<file path="config.mk">
export PLATFORM = sky130hd
export DESIGN_NAME = core_wait_stall_unit
export DESIGN_NICKNAME = d
export VERILOG_FILES = /design/src/logic/core_wait_pkg.sv /design/src/logic/core_wait_stall_unit.sv /design/src/logic/operand_select.sv /design/src/logic/pair_buffer.sv
export VERILOG_INCLUDE_DIRS = /design/src /design/src/logic
export SDC_FILE = /design/constraint.sdc
export NUM_CORES = 1
export LEC_CHECK = 0
export BUFFER_PORTS_ARGS = -buffer_cell sky130_fd_sc_hd__buf_2
export CAP_MARGIN = 5
export CORE_ASPECT_RATIO = 1.5
export CORE_MARGIN = 2
export CORE_UTILIZATION = 59
export CTS_CLUSTER_DIAMETER = 200
export DETAILED_ROUTE_END_ITERATION = 7
export PLACE_DENSITY = 0.87
export RECOVER_POWER = 50
export SYNTH_ARGS = -nofsm -noshare
export SYNTH_HDL_FRONTEND = slang
export SYNTH_HIERARCHICAL = 1
export SYNTH_SLANG_ARGS = --single-unit
export TNS_END_PERCENT = 50
</file>
<file path="constraint.sdc">
create_clock -name clock_in -period 8.3 [get_ports clock_in]
set_input_delay 1.66 -clock clock_in [delete_from_list [all_inputs] [get_ports clock_in]]
set_output_delay 1.66 -clock clock_in [all_outputs]
set_load 0.1 [all_outputs]
</file>
<file path="src/logic/core_wait_defines.svh">
// constants of the core wait stall unit
// =====================================================================
// What this block does
// - tick wait holds until tick counter equals target
// - on match target gains delta, then resume
// - delta is register or 9-bit immediate
// - zero-flag write: zero set when sum is zero
// - carry-flag write: carry set on 32-bit overflow
// - sum written to target unless no-result-write
// - pins-equal wait holds until masked port equals state
// - pins-differ wait holds until masked port differs
// - carry 0 port a, carry 1 port b; 32-pin always a
// - mask is register or 9-bit immediate, ANDed with port
// - pin waits take at least 5 clocks; 000i, condition 1111
// - pin waits write destination only with write-result
// - video wait holds until word buffer has room, hands words
// - colour word: four byte colours; pixels 16x2 or 32x1
// - scale sets pixel and frame counts, 160 and 2560
// - pixel rate from counter a pll ticks and scale
// - config example: pin group 001, pin mask 00001111
// - video zero-flag write: zero when colour equals pixels
// - each core owns one generator set by config
`ifndef CORE_WAIT_DEFINES_SVH
`define CORE_WAIT_DEFINES_SVH

// instruction word layout
`define OPC_MSB 31
`define OPC_LSB 26
`define ZBIT_POS 25
`define CBIT_POS 24
`define RBIT_POS 23
`define IBIT_POS 22
`define COND_MSB 21
`define COND_LSB 18
`define DEST_MSB 17
`define DEST_LSB 9
`define SRC_MSB 8
`define SRC_LSB 0

// opcodes and condition
`define OPC_PINS_EQUAL 6'h3C
`define OPC_PINS_DIFFER 6'h3D
`define OPC_TICK_MATCH 6'h3E
`define OPC_VIDEO_READY 6'h3F
`define COND_ALWAYS 4'hF

// scale and configuration fields
`define SCALE_PIX_MSB 19
`define SCALE_PIX_LSB 12
`define SCALE_FRM_MSB 11
`define SCALE_FRM_LSB 0
`define CFG_GROUP_MSB 11
`define CFG_GROUP_LSB 9
`define CFG_MASK_MSB 7
`define CFG_MASK_LSB 0
`define SCALE_EXAMPLE 32'h000A_0A00
`define CONFIG_EXAMPLE 32'h5400_020F

// reset values
`define SCALE_RESET 32'h0000_0000
`define CONFIG_RESET 32'h0000_0000

// timing counts in system clocks
`define PIN_WAIT_MIN_CYCLES 3'h3

`endif

</file>
<file path="src/logic/core_wait_pkg.sv">
// types for the core wait stall unit
package core_wait_pkg;

  // controller states, one-hot
  typedef enum logic [2:0] {
    ST_IDLE = 3'b001,
    ST_WAIT = 3'b010,
    ST_RETIRE = 3'b100
  } wait_state_e;

  // kind of wait being held
  typedef enum logic [1:0] {
    KIND_TICK = 2'h0,
    KIND_PEQ = 2'h1,
    KIND_PNE = 2'h2,
    KIND_VID = 2'h3
  } wait_kind_e;

  typedef struct packed {
    wait_state_e state;
    wait_kind_e kind;
    logic sel_b;
    logic do_wz;
    logic do_wc;
    logic do_wr;
    logic [8:0] dest_addr;
    logic [31:0] dval;
    logic [31:0] oper;
    logic [2:0] cycles;
    logic instr_ready;
    logic stall;
    logic retire;
    logic result_write;
    logic [31:0] result_value;
    logic zero_write;
    logic zero_flag;
    logic carry_write;
    logic carry_flag;
    logic [31:0] scale;
    logic [31:0] config_word;
    logic [2:0] pin_group;
    logic [7:0] pin_mask;
    logic [7:0] pix_count;
    logic [11:0] frame_count;
    logic pixel_tick;
    logic frame_tick;
  } core_state_s;

endpackage

</file>
<file path="src/logic/core_wait_stall_unit.sv">
// stall control for the wait instructions and video pacing
`timescale 1ns/1ps
`include "core_wait_defines.svh"
module core_wait_stall_unit
  import core_wait_pkg::*;
(
  input wire logic clock_in, // system clock
  input wire logic srst_in, // sync reset
  input wire logic instr_valid_in, // instr offered
  input wire logic [31:0] instr_word_in, // instr word
  input wire logic [31:0] dest_value_in, // dest value
  input wire logic [31:0] src_value_in, // src value
  input wire logic zero_flag_in, // z flag
  input wire logic carry_flag_in, // c flag
  input wire logic [31:0] global_tick_counter_in, // tick count
  input wire logic [31:0] input_port_a_in, // port a
  input wire logic [31:0] input_port_b_in, // port b
  input wire logic single_port_variant_in, // port a only
  input wire logic counter_a_pll_tick_in, // pll pulse
  input wire logic scale_load_in, // scale load
  input wire logic [31:0] scale_value_in, // scale value
  input wire logic config_load_in, // config load
  input wire logic [31:0] config_value_in, // config value
  input wire logic video_ready_in, // word taken
  output logic instr_ready_out, // free
  output logic stall_out, // held
  output logic retire_out, // done pulse
  output logic result_write_out, // write result
  output logic [8:0] result_dest_out, // dest address
  output logic [31:0] result_value_out, // result
  output logic zero_write_out, // z write
  output logic zero_flag_out, // new z
  output logic carry_write_out, // c write
  output logic carry_flag_out, // new c
  output logic video_valid_out, // words present
  output logic [31:0] video_colour_out, // colours
  output logic [31:0] video_pixels_out, // pixels
  output logic [31:0] video_scale_out, // scale
  output logic [31:0] video_config_out, // config
  output logic [2:0] video_pin_group_out, // pin group
  output logic [7:0] video_pin_mask_out, // pin mask
  output logic video_pixel_tick_out, // pixel pulse
  output logic video_frame_tick_out // frame pulse
);

  // =====================================================================
  // state and internal signals
  core_state_s st;
  core_state_s next_st;
  logic [31:0] operand;
  logic [32:0] sum;
  logic [31:0] sampled;
  logic [31:0] masked;
  logic cond_met;
  logic accept;
  logic is_wait;
  logic [5:0] opc;
  logic [3:0] cond;
  logic buf_in_valid;
  logic buf_in_ready;
  logic buf_out_valid;
  logic [63:0] buf_out_data;
  logic [7:0] pix_last;
  logic [11:0] frame_last;

  // =====================================================================
  // operand and buffer instances
  // source operand of the offered instruction
  operand_select u_operand
  (
    .imm_in(instr_word_in[`IBIT_POS]),
    .field_in(instr_word_in[`SRC_MSB:`SRC_LSB]),
    .reg_value_in(src_value_in),
    .operand_out(operand)
  );

  // buffer so a generator stall loses no word
  pair_buffer #(
    .WIDTH(64)
  ) u_video_buf
  (
    .clock_in(clock_in),
    .srst_in(srst_in),
    .in_valid_in(buf_in_valid),
    .in_data_in({st.dval, st.oper}),
    .in_ready_out(buf_in_ready),
    .out_valid_out(buf_out_valid),
    .out_data_out(buf_out_data),
    .out_ready_in(video_ready_in)
  );

  // =====================================================================
  // decode and condition evaluation
  // fields of the offered word
  always_comb
  begin
    opc = instr_word_in[`OPC_MSB:`OPC_LSB];
    cond = instr_word_in[`COND_MSB:`COND_LSB];
    accept = instr_valid_in & st.instr_ready;
    is_wait = (opc == `OPC_PINS_EQUAL) | (opc == `OPC_PINS_DIFFER) |
              (opc == `OPC_TICK_MATCH) | (opc == `OPC_VIDEO_READY);
  end

  // target plus delta with carry
  always_comb
  begin
    sum = {1'b0, st.dval} + {1'b0, st.oper};
  end

  // port choice and mask
  always_comb
  begin
    sampled = st.sel_b ? input_port_b_in : input_port_a_in;
    masked = sampled & st.oper;
  end

  // wait condition, rechecked every clock while stalled
  always_comb
  begin
    cond_met = 1'b0;
    case (st.kind)
      KIND_TICK:
      begin
        cond_met = (global_tick_counter_in == st.dval);
      end
      KIND_PEQ:
      begin
        cond_met = (masked == st.dval) & (st.cycles >= `PIN_WAIT_MIN_CYCLES);
      end
      KIND_PNE:
      begin
        cond_met = (masked != st.dval) & (st.cycles >= `PIN_WAIT_MIN_CYCLES);
      end
      KIND_VID:
      begin
        cond_met = buf_in_ready;
      end
      default:
      begin
        cond_met = 1'b0;
      end
    endcase
  end

  // push in the cycle the wait ends
  always_comb
  begin
    buf_in_valid = (st.state == ST_WAIT) & (st.kind == KIND_VID);
  end

  // last count of each pacing divider
  always_comb
  begin
    pix_last = st.scale[`SCALE_PIX_MSB:`SCALE_PIX_LSB] - 8'h01;
    frame_last = st.scale[`SCALE_FRM_MSB:`SCALE_FRM_LSB] - 12'h001;
  end

  // =====================================================================
  // next state
  always_comb
  begin
    next_st = st;
    // pulse defaults
    next_st.retire = 1'b0;
    next_st.result_write = 1'b0;
    next_st.zero_write = 1'b0;
    next_st.carry_write = 1'b0;
    next_st.pixel_tick = 1'b0;
    next_st.frame_tick = 1'b0;
    if (srst_in)
    begin
      // reset values
      next_st = '0;
      next_st.state = ST_IDLE;
      next_st.kind = KIND_TICK;
      next_st.instr_ready = 1'b1;
      next_st.scale = `SCALE_RESET;
      next_st.config_word = `CONFIG_RESET;
      next_st.pin_group = 3'h0;
      next_st.pin_mask = 8'h00;
    end
    else
    begin
      // video registers
      if (scale_load_in)
      begin
        next_st.scale = scale_value_in;
      end
      if (config_load_in)
      begin
        next_st.config_word = config_value_in;
        next_st.pin_group = config_value_in[`CFG_GROUP_MSB:`CFG_GROUP_LSB];
        next_st.pin_mask = config_value_in[`CFG_MASK_MSB:`CFG_MASK_LSB];
      end

      // pacing on pll ticks
      if (counter_a_pll_tick_in)
      begin
        if (st.pix_count >= pix_last)
        begin
          next_st.pix_count = 8'h00;
          next_st.pixel_tick = 1'b1;
        end
        else
        begin
          next_st.pix_count = st.pix_count + 8'h01;
        end
        if (st.frame_count >= frame_last)
        begin
          next_st.frame_count = 12'h000;
          next_st.frame_tick = 1'b1;
        end
        else
        begin
          next_st.frame_count = st.frame_count + 12'h001;
        end
      end

      // instruction controller
      case (st.state)
        ST_IDLE:
        begin
          if (accept)
          begin
            // accept and latch
            next_st.instr_ready = 1'b0;
            next_st.dval = dest_value_in;
            next_st.oper = operand;
            next_st.dest_addr = instr_word_in[`DEST_MSB:`DEST_LSB];
            next_st.do_wz = instr_word_in[`ZBIT_POS];
            next_st.do_wc = instr_word_in[`CBIT_POS];
            next_st.do_wr = instr_word_in[`RBIT_POS];
            next_st.sel_b = carry_flag_in & ~single_port_variant_in;
            next_st.cycles = 3'h0;
            case (opc)
              `OPC_PINS_EQUAL:
              begin
                next_st.kind = KIND_PEQ;
              end
              `OPC_PINS_DIFFER:
              begin
                next_st.kind = KIND_PNE;
              end
              `OPC_TICK_MATCH:
              begin
                next_st.kind = KIND_TICK;
              end
              default:
              begin
                next_st.kind = KIND_VID;
              end
            endcase
            if (is_wait & (cond == `COND_ALWAYS))
            begin
              next_st.state = ST_WAIT;
              next_st.stall = 1'b1;
            end
            else
            begin
              // other opcode or condition: no effect
              next_st.state = ST_RETIRE;
              next_st.retire = 1'b1;
            end
          end
        end
        ST_WAIT:
        begin
          // count and check
          if (st.cycles != 3'h7)
          begin
            next_st.cycles = st.cycles + 3'h1;
          end
          if (cond_met)
          begin
            next_st.state = ST_RETIRE;
            next_st.stall = 1'b0;
            next_st.retire = 1'b1;
            // condition met
            next_st.result_value = sum[31:0];
            next_st.result_write = st.do_wr;
            next_st.zero_write = st.do_wz;
            if (st.kind == KIND_VID)
            begin
              next_st.zero_flag = (st.dval == st.oper);
            end
            else
            begin
              next_st.zero_flag = (sum[31:0] == 32'h0000_0000);
            end
            next_st.carry_write = st.do_wc;
            next_st.carry_flag = sum[32];
          end
        end
        // one retire cycle
        ST_RETIRE:
        begin
          next_st.state = ST_IDLE;
          next_st.instr_ready = 1'b1;
        end
        default:
        begin
          next_st.state = ST_IDLE;
          next_st.instr_ready = 1'b1;
          next_st.stall = 1'b0;
        end
      endcase
    end
  end

  // =====================================================================
  // state register
  always_ff @(posedge clock_in)
  begin
    st <= next_st;
  end

  // =====================================================================
  // outputs straight from flops
  always_comb
  begin
    instr_ready_out = st.instr_ready;
    stall_out = st.stall;
    retire_out = st.retire;
    result_write_out = st.result_write;
    result_dest_out = st.dest_addr;
    result_value_out = st.result_value;
    zero_write_out = st.zero_write;
    zero_flag_out = st.zero_flag;
    carry_write_out = st.carry_write;
    carry_flag_out = st.carry_flag;
    video_valid_out = buf_out_valid;
    video_colour_out = buf_out_data[63:32];
    video_pixels_out = buf_out_data[31:0];
    video_scale_out = st.scale;
    video_config_out = st.config_word;
    video_pin_group_out = st.pin_group;
    video_pin_mask_out = st.pin_mask;
    video_pixel_tick_out = st.pixel_tick;
    video_frame_tick_out = st.frame_tick;
  end

endmodule // core_wait_stall_unit

</file>
<file path="src/logic/operand_select.sv">
// source operand: register or zero-extended immediate
`timescale 1ns/1ps
module operand_select
(
  input wire logic imm_in, // immediate bit of the instruction
  input wire logic [8:0] field_in, // 9-bit source field
  input wire logic [31:0] reg_value_in, // value of the source register
  output logic [31:0] operand_out // chosen operand
);

  // immediate literal widens with zeros
  always_comb
  begin
    operand_out = imm_in ? {23'h00_0000, field_in} : reg_value_in;
  end

endmodule // operand_select

</file>
<file path="src/logic/pair_buffer.sv">
// two-entry valid/ready buffer
`timescale 1ns/1ps
module pair_buffer
#(
  parameter int WIDTH = 64
)
(
  input wire logic clock_in, // system clock
  input wire logic srst_in, // sync reset
  input wire logic in_valid_in, // word offered
  input wire logic [WIDTH-1:0] in_data_in, // word offered
  output logic in_ready_out, // room for a word
  output logic out_valid_out, // head word present
  output logic [WIDTH-1:0] out_data_out, // head word
  input wire logic out_ready_in // head taken
);

  typedef struct packed {
    logic [WIDTH-1:0] head;
    logic [WIDTH-1:0] tail;
    logic head_valid;
    logic tail_valid;
  } buf_state_s;

  buf_state_s st;
  buf_state_s next_st;
  logic push;
  logic pop;

  // a full buffer refuses
  always_comb
  begin
    in_ready_out = ~st.tail_valid;
    out_valid_out = st.head_valid;
    out_data_out = st.head;
    push = in_valid_in & ~st.tail_valid;
    pop = st.head_valid & out_ready_in;
  end

  // head refills from tail or from the input
  always_comb
  begin
    next_st = st;
    if (srst_in)
    begin
      next_st = '0;
    end
    else if (pop & push)
    begin
      next_st.head = in_data_in;
      next_st.head_valid = 1'b1;
    end
    else if (pop)
    begin
      next_st.head = st.tail;
      next_st.head_valid = st.tail_valid;
      next_st.tail_valid = 1'b0;
    end
    else if (push & ~st.head_valid)
    begin
      next_st.head = in_data_in;
      next_st.head_valid = 1'b1;
    end
    else if (push)
    begin
      next_st.tail = in_data_in;
      next_st.tail_valid = 1'b1;
    end
  end

  always_ff @(posedge clock_in)
  begin
    st <= next_st;
  end

endmodule // pair_buffer

</file>
==> After elaboration in Yosys (flattened, before gate mapping) <==
Cells that the tools add are included.
{ "totals": {"register_bits": 352, "input_bits": 266, "out_inout_bits": 191, "wordCells": 129} }
{ "op_classes": {"add_sub_neg": 6, "n_lt_le_gt_ge": 3, "eq_ne": 21, "n_mux": 29, "n_bitwise": 24, "reduce_logical": 15} }
{ "ops": {"columns": ["operator", "n"], "rows": [
  ["64-bit two-way mux", 3],
  ["32-bit equality test", 3],
  ["88-bit two-way mux", 1],
  ["32-bit two-way mux", 2],
  ["39-bit two-way mux", 1],
  ["32-bit by 32-bit adder with 33-bit output", 1],
  ["32-bit AND", 1],
  ["32-bit logical NOT", 1],
  ["32-bit != test", 1],
  ["6-bit equality test, second input constant", 4],
  ["12-bit by 1-bit adder with 12-bit output, second input constant", 1],
  ["12-bit >= comparator", 1],
  ["12-bit two-way mux", 1],
  ["3-bit one-hot mux with 2 select lines", 2],
  ["12-bit by 1-bit subtractor with 12-bit output, second input constant", 1],
  ["1-bit AND", 10],
  ["1-bit NOT", 10],
  ["1-bit two-way mux", 9],
  ["3-bit two-way mux", 3],
  ["8-bit by 1-bit adder with 8-bit output, second input constant", 1],
  ["8-bit >= comparator", 1],
  ["8-bit two-way mux", 1],
  ["2-bit AND reduction", 4],
  ["4-bit AND reduction", 2],
  ["other kinds (24)", 33]
]} }

==> Depth between registers and ports, before layout <==
{ "logic_depth": {"word_depth": 8, "depth_mapped": 13, "mapped_depth_nobuf": 12} }

==> Cells and area by module <==
The synthesis kept the hierarchy.
{ "modules_own_cells": {"columns": ["mod", "instances", "cells_each", "area_each_um2", "seq_area_each_um2"], "rows": [
  ["core_wait_stall_unit", 1, 1592, 13105.1, 4224.1],
  ["pair_buffer", 1, 647, 5632.9, 2602.5],
  ["operand_select", 1, 35, 292.8, 0.0]
]} }

==> Worst setup path before layout <==
Ideal clock, no wire load.
{ "synth_path": {"kind": "input-to-reg", "startpoint": "in input_port_a_in[25]", "endpoint": "reg st (netlist bit result_value_out[21])", "setup_time_ps": 128, "t_arrival_ps": 3824, "required_time_ps": 8172, "path_slack_ps": 4348, "path_stages": 10, "n_path_buf": 1, "path_cell_list": "mux2_4 -> and3b_1 -> nor4b_1 -> nand4_1 -> nor4_2 -> mux2_2 -> o21bai_4 -> buf_2 -> mux2i_1 -> nor2_1"} }
{ "synth_via": {"elab_chain_cells": 6, "word_cells_on_any_way": 8, "classes_between": "2 x eq/ne; 2 x mux; 3 x bitwise; 1 x reduce/logical"} }
{ "synth_rtl": {"columns": ["element", "line_no", "rtl"], "rows": [
  ["start, declared", "core_wait_stall_unit.sv:16", "input wire logic [31:0] input_port_a_in,"],
  ["32-bit two-way mux (*)", "core_wait_stall_unit.sv:113", "sampled = st.sel_b ? input_port_b_in : input_port_a_in;"],
  ["32-bit AND (*)", "core_wait_stall_unit.sv:114", "masked = sampled & st.oper;"],
  ["32-bit != test or 32-bit equality test (tied branches)", "core_wait_stall_unit.sv:132, core_wait_stall_unit.sv:128", null],
  ["1-bit AND, on equally long branches", "core_wait_stall_unit.sv:132, core_wait_stall_unit.sv:128", null],
  ["1-bit one-hot mux with 4 select lines (*)", "core_wait_stall_unit.sv:121", "case (st.kind)"],
  ["2-bit AND reduction (no line) (*)", null, null],
  ["end signal, assigned", "core_wait_stall_unit.sv:314", "st <= next_st;"],
  ["end, declared", "core_wait_stall_unit.sv:48", "core_state_s st;"]
]} }
Mark *: on every way between the ends. The rest lies on a longest branch, timed or not.
A chain may end at the register's enable or synchronous reset.

==> impl_summary.md <==
Timing
The minimum setup slack in the final design is 2608 ps. Across the routed clock network, the largest skew measured is between 20 and 25 ps. Setup repair after global routing left no endpoint under its margin. The slew at the pin closest to its max-slew limit is 4183 ps. The count of endpoints failing hold in the final timing report is 0. After layout, the worst path uses around 69% of the clock period.

The final total negative setup slack is 0 ps. Based on the critical path, the design can be clocked at up to 175.7 MHz. The post-layout minimum cycle time is 5692 ps. Setup violations remaining at the end of the flow were counted as 0.

The max-slew violation total from the final report was 393. The normalized max-slew margin is -178.9%.

Setup path
The reg-to-reg setup timing slack is around 3400 ps. STA puts the critical path data required time at 8710 ps. Data on the critical path arrives at its endpoint at between 6000 and 7000 ps. In this run the worst path has a maximum fanout of 129.

On the critical path, the stage with the largest delay is an instance of clkbuf_1. The path type of the worst setup path is in2reg. The worst setup path is launched from an input pin. For this run, the slowest stage of the critical path takes 2980 ps. The worst setup path is captured at a register. The critical path goes through buf_8, clkbuf_1, a21oi_1, a22o_1.

Synthesis
The most used flip-flop cell after synthesis is dfxtp_1. Counting instances in the post-synthesis netlist gives the leading cell types as 341 x dfxtp_1, 341 x nand2_1, 209 x a21oi_1. The unique cell type count in the Yosys netlist is 78. The xor and xnor fraction of the mapped netlist area is 3.636%.

For this run, the register share of the synthesized area comes to 35.87%. Synthesis handed over a netlist of approximately 2300 instances. Summing the areas of all compound-gate instances in the mapped netlist gives between 10% and 20% of the synthesized area. For this run, asynchronously set or reset flops after synthesis account for 0%. The multiplexer area fraction after synthesis is under 10%. Counting flops and latches in the post-synthesis netlist gives 341. The number of nets produced by synthesis is 2603. In this run the mean area of a mapped cell was ~8.4 um^2. The yosys synthesis warning count is 6.

Yosys mapped a number of flops with a built-in enable equal to 0. After synthesis, the cell types taking the most area are dfxtp_1 36%, buf_4 7.5%, nand2_1 6.7%, a21oi_1 5.5%, mux2i_1 5.2%. Summed over all instances, the cell type with the most area after synthesis is dfxtp_1. After synthesis the cells add up to 0.01903 mm^2. Of the total synthesized cell area, the portion taken by full adders, half adders and majority gates is approximately 4.2%.

The synthesized netlist devotes between 15 and 20% of its cell area to simple gates. The largest family of logic cells by synthesized area is compound AO/OA/AOI/OAI gates. The proportion of netlist area held by the largest area contributor is 35.87%.

CTS
TritonCTS built the clock tree. Hold repair after CTS inserted 0 buffers. Counting along the longest clock path gives a buffer depth of 3. The CTS buffer count is 34.

The clock sink total is between 300 and 400. The clock transition at the registers of the reported paths is 60 ps. CTS placed an instance of clkbuf_16 at the clock tree root.

Post-CTS timing repair inserted 0 buffers for setup. The clock latency of the later-clocked register in the worst-skew pair is 530 ps. Once the clock tree was built, the resizer swapped 0 gates to a different size. The H-tree depth reported by CTS is 2.

Place
The pre-CTS setup slack is 3329 ps. Buffers placed on the I/O ports in this run total approximately 460. Summed over all nets, the half-perimeter wirelength after detailed placement is 44.05 mm. The global placer's final weighted congestion is 0.9327. Summing all placed instances gives a cell area of approximately 0.020 mm^2. The placed instance count is 2834.

Detailed routing
Across all layers, the routed design uses 17622 vias. In this run the remaining antenna-violating nets after routing total 0. Dividing the detail-routed via count by the number of cells gives 6.087. The DRC violation count after routing is 0. The pre-antenna-repair detailed-routing pass consisted of 6 iterations. Wires add up to 61.04 mm.

The detailed router's first-iteration violation count is ~1300. The routed length per placed instance is approximately 21 um.

Final layout
The area added between synthesis and finish is 9.934%. Measured on the finished design, the core utilization comes to 65.73%. The number of antenna diodes in the final layout is 0.

The finished layout holds 2895 standard cells, fillers aside. After the last flow step, the layout net total stands at 2790. The share of final-layout standard cells stronger than drive strength 1 is 18.39%. The final design instance area without fill is about 0.021 mm^2.

Floorplanning
The die is about 150 um wide. For this configuration, the core starts out at a cell density of 59.79%. The core region is 0.03183 mm^2. The overall die area is between 0.03 and 0.04 mm^2. The number of core rows is 80. The floorplan step set the die height to 224.0 um. For this design the top-level I/O count stands at 457.

Flow run
The number of violations of the max-capacitance limit is 5.

Global route
Entering global routing, the biggest net connects 130 pins. The first global-routing pass estimated 90.74 mm of wire. The initial antenna violation count is 0. The global routing usage summed across all routing layers is between 30% and 40%.

The via count of the first global-routing pass came to 16921. The total overflow left after global routing is 0.

Outcome
The final reports fail on capacitance limit, slew limit. The run finished, with violations left.

Worst hold path
The path class of the lowest-slack min-delay path is reg2reg.

Pwr
The maximum ir drop on the vdd rail is 0.1765 mV. The power per cell area is 199.5 mW/mm^2. The leakage power figure is 8.840 nW.
## through the flow
stage | power [mW] | hold WS [ps]
floorplan | 2.392 | 429.6
detailed placement | 2.607 | 447.6
global route | 4.310 | 469.0
CTS | 4.181 | 456.5
finish | 4.174 | 454.7
global placement | 2.584 | 435.5
## registers in the layout, summed over array words and instances, names as in the netlist, 9 cells and up
| name | flops |
|---|---|
| result_dest_out | 9 |
| result_value_out | 32 |
| st | 96 |
| u_video_buf/out_data_out | 64 |
| u_video_buf/st | 65 |
| video_config_out | 32 |
| video_scale_out | 32 |
## cell usage in the layout (no fill, tap or decap), drive strengths merged, types with 27 or more instances in the layout
cell / instances
dfxtp: 341
o221a: 64
clkbuf: 181
and3: 30
mux2: 40
nor3: 29
nand2: 341
buf: 336
nand4: 30
o21ai: 27
a21oi: 209
a31oi: 66
xnor2: 56
ha: 62
nor2b: 29
nor2: 149
inv: 96
mux2i: 99
## final cells by class
type / count / area (um^2)
Clock buffer: 48 / 994.7
Clock inverter: 12 / 142.6
Fill cell: 2616 / 10910
Inverter: 94 / 352.8
Multi-Input combinational cell: 1521 / 9881
Sequential cell: 341 / 6827
Tap cell: 410 / 513.0
Timing Repair Buffer: 469 / 2211
## layer usage
layer	vias to the layer above	wire, um	track usage, %	share of wire (%)
li1	8119	-	-	-
met1	8153	20440	36.77	33
met2	1086	28660	58.31	47
met3	264	6541	8.493	11
met4	0	5396	26.44	8.8
met5	-	0	0	0
## cells by family after synthesis
kind of cell,Yosys count
AND/OR/NAND/NOR,733
buffers and inverters,412
AO/OA/AOI/OAI,507
adder cells (fa/ha/maj),63
flip-flops,341
multiplexers,139
XOR/XNOR,79
## report_power, final
group	total, mW	leakage, nW	switching [mW]	internal [mW]
clock network	1.59	0.568	0.653	0.932
registers	1.79	2.77	0.104	1.69
logic	0.795	5.50	0.536	0.259
## worst max-delay path, delay by kind of cell
family | cells | cell delay [ps]
buffers and inverters | 2 | 3520
AO/OA/AOI/OAI | 2 | 780
## path summary, 6_finish.rpt
path	from	to	cells past startpoint
worst min-delay path	u_video_buf/st[53]	u_video_buf/st[53]	2
worst max-delay path	srst_in	st[220]	4
worst min register to register	u_video_buf/st[53]	u_video_buf/st[53]	2
worst max register to register	st[219]	st[178]	6
No activity file was read; power rests on OpenSTA's default activity.
